[src/rtl/cdf_pkg.sv]
// Behaviour
// - Integrate only while the integration window is high; digitise after it closes.
// - After all conversions, discharge every integrator before the next window.
// - Each channel yields a fine-range word and a coarse-range word.
// - Two 12-bit converters, eight channels each, taken in channel pairs.
// - Sliding scale adds a known offset, then subtracts it before comparison.
// - With sliding scale, corrected codes above 3840 are invalid.
// - Results at or above the channel low threshold go to the data memory.
// - Sixteen threshold entries at 0x1080 to 0x10bf, writable, default zero.
// - Scale control 0 compares result bits 11:4 with the threshold.
// - Scale control 1: below when bits 8:1 under threshold and 11:9 zero.
// - Below-threshold results are dropped when keep-below control is 0.
// - With keep-below set, below-threshold results are stored with bit 13 set.
// - A channel whose discard bit is set is never stored.
// - No reset alters the threshold memory.
// - By default overflowed results are detected and not stored.
// - With keep-overflow set, overflowed results are stored with bit 12 set.
package cdf_pkg;

    // Channel and word geometry.
    localparam int unsigned NUM_CH      = 16;
    localparam int unsigned CH_W        = 4;
    localparam int unsigned PAIR_W      = 3;
    localparam int unsigned RES_W       = 12;
    localparam int unsigned WORD_W      = 16;
    localparam int unsigned ADDR_W      = 16;
    localparam int unsigned OFS_W       = 8;

    // Threshold memory window; one 32-bit slot per channel.
    localparam logic [ADDR_W-1:0] THR_BASE   = 16'h1080;
    localparam logic [ADDR_W-1:0] THR_LAST   = 16'h10bf;
    localparam int unsigned       THR_IDX_LSB = 2;
    localparam logic [WORD_W-1:0] THR_RESET  = 16'h0000;

    // Threshold entry fields.
    localparam int unsigned THR_LVL_LSB  = 0;
    localparam int unsigned THR_LVL_W    = 8;
    localparam int unsigned THR_KILL_BIT = 8;
    localparam logic [WORD_W-1:0] THR_USED_MASK = 16'h01ff;

    // Stored data word fields.
    localparam int unsigned WORD_OVF_BIT   = 12;
    localparam int unsigned WORD_BELOW_BIT = 13;
    localparam int unsigned WORD_RANGE_BIT = 14;

    // Highest valid corrected code under sliding scale.
    localparam logic [RES_W-1:0] SLIDE_MAX = 12'hf00;

    // Integrator discharge time, rounded up to whole cycles.
    localparam int unsigned CLK_PERIOD_NS     = 50;
    localparam int unsigned DISCHARGE_TIME_NS = 500;
    localparam int unsigned DISCHARGE_CYC     =
        (DISCHARGE_TIME_NS + CLK_PERIOD_NS - 1) / CLK_PERIOD_NS;
    localparam int unsigned DCNT_W = 8;

    // Sequencer states.
    typedef enum logic [2:0] {
        ST_IDLE,
        ST_INTEG,
        ST_REQ,
        ST_WAIT,
        ST_EMIT_A,
        ST_EMIT_B,
        ST_DISCHARGE
    } cdf_state_e;

    // One accepted result on its way to the data memory.
    typedef struct packed {
        logic [CH_W-1:0]   chan;
        logic [WORD_W-1:0] word;
    } cdf_result_s;

    localparam int unsigned RESULT_W = $bits(cdf_result_s);

endpackage : cdf_pkg

[src/rtl/cdf_skid_buf.sv]
`timescale 1ns/1ps
`default_nettype none
// Two-entry buffer: an output stage plus one skid slot. Outputs are flops, except ready, the inverted skid flag.
module cdf_skid_buf #(
    parameter int unsigned W = 8
) (
    // Clock and reset
    input  wire logic         clk_sys_i,
    input  wire logic         reset_i,
    // Filling side
    input  wire logic         in_valid_i,
    output logic              in_ready_o,
    input  wire logic [W-1:0] in_data_i,
    // Draining side
    output logic              out_valid_o,
    input  wire logic         out_ready_i,
    output logic [W-1:0]      out_data_o
);

    logic         skid_valid_ff;
    logic [W-1:0] skid_data_ff;
    logic         take;
    logic         drain;

    // Ready is just the skid slot being free, so it never depends on the sink.
    assign in_ready_o = ~skid_valid_ff;
    assign take       = in_valid_i & ~skid_valid_ff;
    assign drain      = out_ready_i | ~out_valid_o;

    // Output stage refills from the skid slot first to keep word order.
    always_ff @(posedge clk_sys_i) begin
        if (reset_i) begin
            out_valid_o <= 1'b0;
            out_data_o  <= '0;
        end else if (drain) begin
            if (skid_valid_ff) begin
                out_valid_o <= 1'b1;
                out_data_o  <= skid_data_ff;
            end else if (take) begin
                out_valid_o <= 1'b1;
                out_data_o  <= in_data_i;
            end else begin
                out_valid_o <= 1'b0;
            end
        end
    end

    // Skid slot catches the word that arrives while the sink stalls.
    always_ff @(posedge clk_sys_i) begin
        if (reset_i) begin
            skid_valid_ff <= 1'b0;
            skid_data_ff  <= '0;
        end else if (drain) begin
            skid_valid_ff <= 1'b0;
        end else if (take) begin
            skid_valid_ff <= 1'b1;
            skid_data_ff  <= in_data_i;
        end
    end

endmodule : cdf_skid_buf
`default_nettype wire

[src/rtl/cdf_top.sv]
`timescale 1ns/1ps
`default_nettype none
// Acceptance stage of the sixteen-channel charge digitiser.
module cdf_top
    import cdf_pkg::*;
(
    // Clock and reset
    input  wire logic                clk_sys_i,
    input  wire logic                reset_i,
    // Integration window and front-end switches
    input  wire logic                gate_i,
    output logic                     integrate_switch_o,
    output logic                     discharge_switch_o,
    output logic                     busy_o,
    // Shared converters
    output logic                     conv_start_o,
    output logic [PAIR_W-1:0]        conv_pair_o,
    output logic                     conv_range_o,
    input  wire logic                conv_done_i,
    input  wire logic [RES_W-1:0]    conv_a_data_i,
    input  wire logic                conv_a_ovf_i,
    input  wire logic [RES_W-1:0]    conv_b_data_i,
    input  wire logic                conv_b_ovf_i,
    // Sliding scale
    input  wire logic                slide_en_i,
    output logic                     slide_add_o,
    output logic [OFS_W-1:0]         slide_offset_o,
    // Acceptance controls
    input  wire logic                thr_scale_i,
    input  wire logic                keep_below_i,
    input  wire logic                keep_ovf_i,
    // Threshold memory port
    input  wire logic [ADDR_W-1:0]   reg_addr_i,
    input  wire logic                reg_wr_i,
    input  wire logic [WORD_W-1:0]   reg_wdata_i,
    input  wire logic                reg_rd_i,
    output logic [WORD_W-1:0]        reg_rdata_o,
    output logic                     reg_rvalid_o,
    // Data memory write side
    output logic                     mem_wr_valid_o,
    input  wire logic                mem_wr_ready_i,
    output logic [CH_W-1:0]          mem_wr_chan_o,
    output logic [WORD_W-1:0]        mem_wr_data_o
);

    // Sequencer state and counters.
    cdf_state_e          state_ff;
    cdf_state_e          nxt_state;
    logic [PAIR_W:0]     step_ff;
    logic [DCNT_W-1:0]   dcnt_ff;
    logic                last_step;
    logic                dcnt_done;

    // Latched converter results for the current pair.
    logic [RES_W-1:0]    lat_a_ff;
    logic [RES_W-1:0]    lat_b_ff;
    logic                lat_a_ovf_ff;
    logic                lat_b_ovf_ff;

    // Threshold memory; deliberately outside every reset.
    logic [WORD_W-1:0]   thr_mem_ff [NUM_CH] = '{default: THR_RESET};
    logic                thr_hit;
    logic [CH_W-1:0]     thr_idx;

    // Evaluation of the result now being emitted.
    logic                sel_b;
    logic [CH_W-1:0]     cur_chan;
    logic [RES_W-1:0]    cur_raw;
    logic                cur_ovf_in;
    logic [WORD_W-1:0]   cur_thr;
    logic [RES_W:0]      slide_diff;
    logic [RES_W-1:0]    cur_val;
    logic                cur_bad;
    logic                cur_ovf;
    logic                cur_below;
    logic                cur_kill;
    logic                cur_keep;
    logic                emitting;
    logic                push;
    cdf_result_s         push_res;
    cdf_result_s         out_res;
    logic                buf_in_ready;

    assign last_step = (step_ff == {(PAIR_W + 1){1'b1}});
    assign dcnt_done = (dcnt_ff == DCNT_W'(DISCHARGE_CYC - 1));

    // Threshold memory address decode.
    assign thr_hit = (reg_addr_i >= THR_BASE) && (reg_addr_i <= THR_LAST);
    assign thr_idx = reg_addr_i[THR_IDX_LSB +: CH_W];

    // Sequencer: the window, then sixteen converter steps, then discharge.
    always_comb begin
        nxt_state = state_ff;
        unique case (state_ff)
            ST_IDLE: begin
                if (gate_i) begin
                    nxt_state = ST_INTEG;
                end
            end
            ST_INTEG: begin
                if (!gate_i) begin
                    nxt_state = ST_REQ;
                end
            end
            ST_REQ: begin
                nxt_state = ST_WAIT;
            end
            ST_WAIT: begin
                if (conv_done_i) begin
                    nxt_state = ST_EMIT_A;
                end
            end
            ST_EMIT_A: begin
                if (!cur_keep || buf_in_ready) begin
                    nxt_state = ST_EMIT_B;
                end
            end
            ST_EMIT_B: begin
                if (!cur_keep || buf_in_ready) begin
                    nxt_state = last_step ? ST_DISCHARGE : ST_REQ;
                end
            end
            ST_DISCHARGE: begin
                if (dcnt_done) begin
                    nxt_state = ST_IDLE;
                end
            end
            default: begin
                nxt_state = ST_IDLE;
            end
        endcase
    end

    // State register.
    always_ff @(posedge clk_sys_i) begin
        if (reset_i) begin
            state_ff <= ST_IDLE;
        end else begin
            state_ff <= nxt_state;
        end
    end

    // Step counter: low bits pick the channel pair, top bit the range.
    // Fine range goes first for all pairs, then coarse range.
    always_ff @(posedge clk_sys_i) begin
        if (reset_i) begin
            step_ff <= '0;
        end else if (state_ff == ST_INTEG) begin
            step_ff <= '0;
        end else if (state_ff == ST_EMIT_B && nxt_state != ST_EMIT_B) begin
            step_ff <= step_ff + 1'b1;
        end
    end

    // Discharge timer; the switch stays closed for the full settling time.
    always_ff @(posedge clk_sys_i) begin
        if (reset_i) begin
            dcnt_ff <= '0;
        end else if (state_ff == ST_DISCHARGE) begin
            dcnt_ff <= dcnt_ff + 1'b1;
        end else begin
            dcnt_ff <= '0;
        end
    end

    // Front-end switches are registered from the next state, so they change on the same edge as the state.
    always_ff @(posedge clk_sys_i) begin
        if (reset_i) begin
            integrate_switch_o <= 1'b0;
            discharge_switch_o <= 1'b0;
            busy_o             <= 1'b0;
        end else begin
            integrate_switch_o <= (nxt_state == ST_INTEG);
            discharge_switch_o <= (nxt_state == ST_DISCHARGE);
            busy_o             <= (nxt_state != ST_IDLE);
        end
    end

    // Converter request: one start pulse per step, both converters together.
    // Converter A serves channels 0-7, converter B channels 8-15.
    always_ff @(posedge clk_sys_i) begin
        if (reset_i) begin
            conv_start_o <= 1'b0;
            conv_pair_o  <= '0;
            conv_range_o <= 1'b0;
        end else begin
            conv_start_o <= (state_ff == ST_REQ);
            if (state_ff == ST_REQ) begin
                conv_pair_o  <= step_ff[PAIR_W-1:0];
                conv_range_o <= step_ff[PAIR_W];
            end
        end
    end

    // Capture both converter words when they report done.
    always_ff @(posedge clk_sys_i) begin
        if (reset_i) begin
            lat_a_ff     <= '0;
            lat_b_ff     <= '0;
            lat_a_ovf_ff <= 1'b0;
            lat_b_ovf_ff <= 1'b0;
        end else if (state_ff == ST_WAIT && conv_done_i) begin
            lat_a_ff     <= conv_a_data_i;
            lat_b_ff     <= conv_b_data_i;
            lat_a_ovf_ff <= conv_a_ovf_i;
            lat_b_ovf_ff <= conv_b_ovf_i;
        end
    end

    // Sliding-scale offset: fixed over one event, stepped after discharge.
    // The enable is sampled at the window so an event is never half-corrected.
    always_ff @(posedge clk_sys_i) begin
        if (reset_i) begin
            slide_add_o    <= 1'b0;
            slide_offset_o <= '0;
        end else begin
            if (state_ff == ST_IDLE && gate_i) begin
                slide_add_o <= slide_en_i;
            end
            if (state_ff == ST_DISCHARGE && dcnt_done && slide_add_o) begin
                slide_offset_o <= slide_offset_o + 1'b1;
            end
        end
    end

    // Pick the word now under evaluation.
    assign emitting = (state_ff == ST_EMIT_A) || (state_ff == ST_EMIT_B);
    assign sel_b    = (state_ff == ST_EMIT_B);
    assign cur_chan = {sel_b, step_ff[PAIR_W-1:0]};
    assign cur_raw  = sel_b ? lat_b_ff : lat_a_ff;
    assign cur_ovf_in = sel_b ? lat_b_ovf_ff : lat_a_ovf_ff;
    assign cur_thr  = thr_mem_ff[cur_chan];
    assign cur_kill = cur_thr[THR_KILL_BIT];

    // Remove the added offset; a borrow or a code above the valid span is bad.
    assign slide_diff = {1'b0, cur_raw} - {{(RES_W + 1 - OFS_W){1'b0}}, slide_offset_o};

    always_comb begin
        if (slide_add_o) begin
            cur_val = slide_diff[RES_W-1:0];
            cur_bad = slide_diff[RES_W] || (slide_diff[RES_W-1:0] > SLIDE_MAX);
        end else begin
            cur_val = cur_raw;
            cur_bad = 1'b0;
        end
    end

    // An invalid sliding-scale code is handled like a converter overflow.
    assign cur_ovf = cur_ovf_in | cur_bad;

    // Threshold comparison in either scale.
    always_comb begin
        if (thr_scale_i) begin
            cur_below = (cur_val[8:1] < cur_thr[THR_LVL_LSB +: THR_LVL_W]) &&
                        (cur_val[11:9] == 3'h0);
        end else begin
            cur_below = (cur_val[11:4] < cur_thr[THR_LVL_LSB +: THR_LVL_W]);
        end
    end

    // Store decision: discard bit first, then overflow, then threshold.
    always_comb begin
        cur_keep = 1'b1;
        if (cur_kill) begin
            cur_keep = 1'b0;
        end else if (cur_ovf && !keep_ovf_i) begin
            cur_keep = 1'b0;
        end else if (cur_below && !keep_below_i) begin
            cur_keep = 1'b0;
        end
    end

    // Build the stored word with its flag bits.
    always_comb begin
        push_res.chan = cur_chan;
        push_res.word = {{(WORD_W - RES_W){1'b0}}, cur_val};
        push_res.word[WORD_OVF_BIT]   = cur_ovf;
        push_res.word[WORD_BELOW_BIT] = cur_below;
        push_res.word[WORD_RANGE_BIT] = step_ff[PAIR_W];
    end

    // The sequencer waits in an emit state until the buffer takes the word.
    assign push = emitting && cur_keep;

    cdf_skid_buf #(
        .W (RESULT_W)
    ) u_buf (
        .clk_sys_i   (clk_sys_i),
        .reset_i     (reset_i),
        .in_valid_i  (push),
        .in_ready_o  (buf_in_ready),
        .in_data_i   (push_res),
        .out_valid_o (mem_wr_valid_o),
        .out_ready_i (mem_wr_ready_i),
        .out_data_o  (out_res)
    );

    assign mem_wr_chan_o = out_res.chan;
    assign mem_wr_data_o = out_res.word;

    // Threshold memory writes; no reset branch so contents survive any reset.
    always_ff @(posedge clk_sys_i) begin
        if (reg_wr_i && thr_hit) begin
            thr_mem_ff[thr_idx] <= reg_wdata_i & THR_USED_MASK;
        end
    end

    // Register reads answer one cycle later; unmapped addresses read zero.
    always_ff @(posedge clk_sys_i) begin
        if (reset_i) begin
            reg_rdata_o  <= '0;
            reg_rvalid_o <= 1'b0;
        end else begin
            reg_rvalid_o <= reg_rd_i;
            if (reg_rd_i) begin
                reg_rdata_o <= thr_hit ? thr_mem_ff[thr_idx] : '0;
            end
        end
    end

endmodule : cdf_top
`default_nettype wire

[config.mk]
export PLATFORM = sky130hd
export DESIGN_NAME = cdf_top
export DESIGN_NICKNAME = d
export VERILOG_FILES = /design/src/rtl/cdf_pkg.sv /design/src/rtl/cdf_skid_buf.sv /design/src/rtl/cdf_top.sv
export SDC_FILE = /design/constraint.sdc
export NUM_CORES = 1
export LEC_CHECK = 0
export ABC_AREA = 1
export ABC_CLOCK_PERIOD_IN_PS = 5700
export BUFFER_PORTS_ARGS = -buffer_cell sky130_fd_sc_hd__buf_2
export CAP_MARGIN = 25
export CORE_MARGIN = 2
export CORE_UTILIZATION = 45
export CTS_CLUSTER_DIAMETER = 150
export DETAILED_ROUTE_END_ITERATION = 12
export SLEW_MARGIN = 20
export SYNTH_ARGS = -nofsm -noshare
export SYNTH_HDL_FRONTEND = slang
export SYNTH_SLANG_ARGS = --single-unit
[constraint.sdc]
create_clock -name clk_sys_i -period 5.7 [get_ports clk_sys_i]
set_input_delay 1.14 -clock clk_sys_i [delete_from_list [all_inputs] [get_ports clk_sys_i]]
set_output_delay 1.14 -clock clk_sys_i [all_outputs]
set_load 0.02 [all_outputs]
==> flow_metrics.py <==
metrics = {
    "timing": {
        "worst_slew_pin_slew_ps": 1180,
        "rsz0062_at_grt": "false",
        "min_period_ps": 4940,
        "finClkSkew_ps": 15.9,
        "fmax_mhz": 202,
        "timing.final.ws_setup_ps": 759,
        "hold_violations": 0,
        "fin_crit_sh_pct": 86.7,
        "slew_headroom_pct": 21.3,
        "setup_viol": 0,
        "tns_ps": 0,
        "report.final.slew_viol_count": 0,
    },
    "clocking": {
        "cts_hold_buf": 0,
        "cts-htree-levels": 1,
        "cts-root-buf": "clkbuf_16",
        "postCtsSetupBuffers": 0,
        "cts_made_buffers": 28,
        "cts_tree": "done",
        "clk_path_buf_depth": 3,
        "cts_sinks": 252,
        "path_clk_slew_ps": 60,
        "insertion_delay_ps": 550,
    },
    "finish": {
        "fillers": 2542,
        "area_delta_synth_final_pct": 14.6,
        "drive_gt1_share_pct": 12.9,
        "multiInputGateArea_mm2": 0.00498,
        "seqCellArea_mm2": 0.00649,
        "diodes": 0,
        "fin_util_pct": 52.4,
        "nets": 1632,
        "fin_area_mm2": 0.0141,
    },
    "worst_setup_path": {
        "worstSetupEndpointType": "register",
        "crit_type": "reg2reg",
        "reg2reg_from": "state_ff[0]",
        "crit_slowest_cell": "dfxtp_1",
        "crit_start": "state_ff[0]",
        "required_ps": 6140,
        "crit_path_frequent_cell": "nand2_1",
        "max_stage_delay_ps": 560,
        "crit_fanout": 19,
        "path_buf_inv": 2,
        "crit_arrival_ps": 5380,
        "startpoint_type": "register",
        "crit_family": "simple AND/OR/NAND/NOR gates",
    },
    "yosys": {
        "synth_edf_count": 144,
        "ys_seq_elements": 252,
        "ys_types": 46,
        "yosys.area.top_type_share_pct": 35.2,
        "synthCells": 1449,
        "synth_top_cell_by_area": "edfxtp_1",
        "yosysMostFrequentCell": "nand2_1",
        "synthArstFlopShare_pct": 0,
        "ys_warn_count": 0,
        "syn_area_mm2": 0.0123,
        "synthFlopType": "edfxtp_1",
        "synth_area_per_cell_um2": 8.48,
        "yosysSeqAreaShare_pct": 52.8,
        "synth_area_leaders": "edfxtp_1 (35%), dfxtp_1 (18%), nand2_1 (9.6%), nor2_1 (4.9%), o21ai_0 (4.5%)",
        "synth_common_cells": "nand2_1 (313), nor2_1 (159), edfxtp_1 (144)",
    },
    "power_and_ir_drop": {
        "powerDensity_mw_per_mm2": 285,
        "power.static_leakage_nw": 5.70,
        "irDropWorstVdd_v": 0.000237,
        "power.total_w": 0.00401,
    },
    "worst_hold_path": {
        "hp-class": "reg2reg",
        "min_from": "conv_range_o",
    },
    "detailed_routing": {
        "viasPerCell": 5.64,
        "ant_nets": 0,
        "drc": 0,
        "wl_mm": 36.2,
        "via_count": 10707,
        "avgRoutedWirePerCell_um": 19.0,
        "drtIter0Drc": 924,
        "first_pass_iters": 5,
    },
    "place": {
        "place_area_mm2": 0.0132,
        "place.gp.congestion": 0.862,
        "port_buffers": 106,
        "dp_hpwl_mm": 23.5,
        "dp_worst_setup_slack_ps": 605,
    },
    "global_route": {
        "grt_overflow": 0,
        "grt_use_total_pct": 25.0,
        "antenna_found_initial": 0,
        "grt_pass1_wl_mm": 55.8,
        "grt_max_degree": 55,
        "grt_pass1_vias": 10192,
    },
    "run_status": {
        "outcome": "completed",
    },
    "floorplanning": {
        "die_y_um": 169,
        "die_area_mm2": 0.0287,
        "core_mm2": 0.0269,
        "top_level_ports": 124,
        "die_w_um": 169,
        "rows": 60,
        "start_util_pct": 45.7,
    },
    "flow_run": {
        "drv_cap": 0,
    },
}
[sequential cells by signal (all words and copies together) (netlist names), 8 cells and up]
name,flops
dcnt_ff,8
lat_a_ff,12
lat_b_ff,12
reg_rdata_o,9
slide_offset_o,8
thr_mem_ff,144
u_buf.out_data_o,19
u_buf.skid_data_ff,19
[layer usage]
metal / part of all wire, % / GRT usage, %
met2: 49 / 44.7
met5: 0 / 0
met1: 41 / 31.9
met3: 6.6 / 2.68
met4: 3.1 / 7.92
[cell type report]
cell class | instances | share of cell area, %
Clock buffer | 35 | 5.46
Clock inverter | 17 | 1.13
Tap cell | 341 | 3.03
Sequential cell | 252 | 46.0
Timing Repair Buffer | 137 | 5.51
Multi-Input combinational cell | 986 | 35.3
Inverter | 131 | 3.49
[worst min-delay path: cells and delay by family, from the launching register on]
family                 cells  cell delay, ps
flip-flops                 1             300
buffers and inverters      1              40
AO/OA/AOI/OAI              1              50
[stage by stage]
step	hold slack (ps)	std cells
after floorplan	425	1456
after detailed placement	435	1847
after global placement	432	1845
after CTS	444	1899
after global routing	471	1899
final	440	1899
[where the power goes]
group          leakage [nW]  internal (W)  switching, W
clock network         0.454       0.00109      0.000742
logic                  3.08     0.0000732      0.000169
registers              2.17       0.00193    0.00000902
[timing repair]
action / in CTS / in global routing
resized for setup: 0 / 1
endpoints found under the setup margin: 0 / 9
endpoints found under the hold margin: 0 / 0
[kinds of logic after synthesis]
kind of cell	Yosys count	share of synthesized area, %
simple gates	604	20.7
mux	1	0.0814
xor+xnor	4	0.285
other cells	1	0.0305
compound gates	342	16.2
buf+inv	218	7.13
fa+ha+maj	27	2.81
flops	252	52.8
[final timing paths]
check	end	slack (ps)	depth (start not counted)
setup reg to reg	u_buf.skid_data_ff[6]	760	26
hold reg to reg	conv_range_o	440	2
setup / recovery	u_buf.skid_data_ff[6]	760	26
hold / removal	conv_range_o	440	2
[cell usage in the layout (no fill, tap or decap), types with 4 or more instances in the layout]
| cell type | instances |
|---|---|
| a31oi_1 | 5 |
| dfxtp_1 | 107 |
| conb_1 | 8 |
| clkbuf_1 | 5 |
| inv_2 | 5 |
| and3_1 | 8 |
| clkinv_1 | 5 |
| o21ai_0 | 110 |
| ha_1 | 26 |
| o22ai_1 | 68 |
| nor2_1 | 152 |
| nor2_2 | 10 |
| a32o_1 | 12 |
| nor3_1 | 16 |
| buf_4 | 30 |
| nand3b_1 | 10 |
| nand4_1 | 21 |
| nor4_1 | 6 |
| nand3_1 | 62 |
| clkinv_2 | 7 |
| a21oi_1 | 105 |
| inv_1 | 126 |
| a32oi_1 | 8 |
| buf_2 | 106 |
| nand2_1 | 311 |
| edfxtp_1 | 144 |
| a22oi_1 | 9 |
| clkbuf_16 | 30 |
| a221oi_1 | 7 |
| o311ai_0 | 4 |
Power figures use the tool's default switching activity.
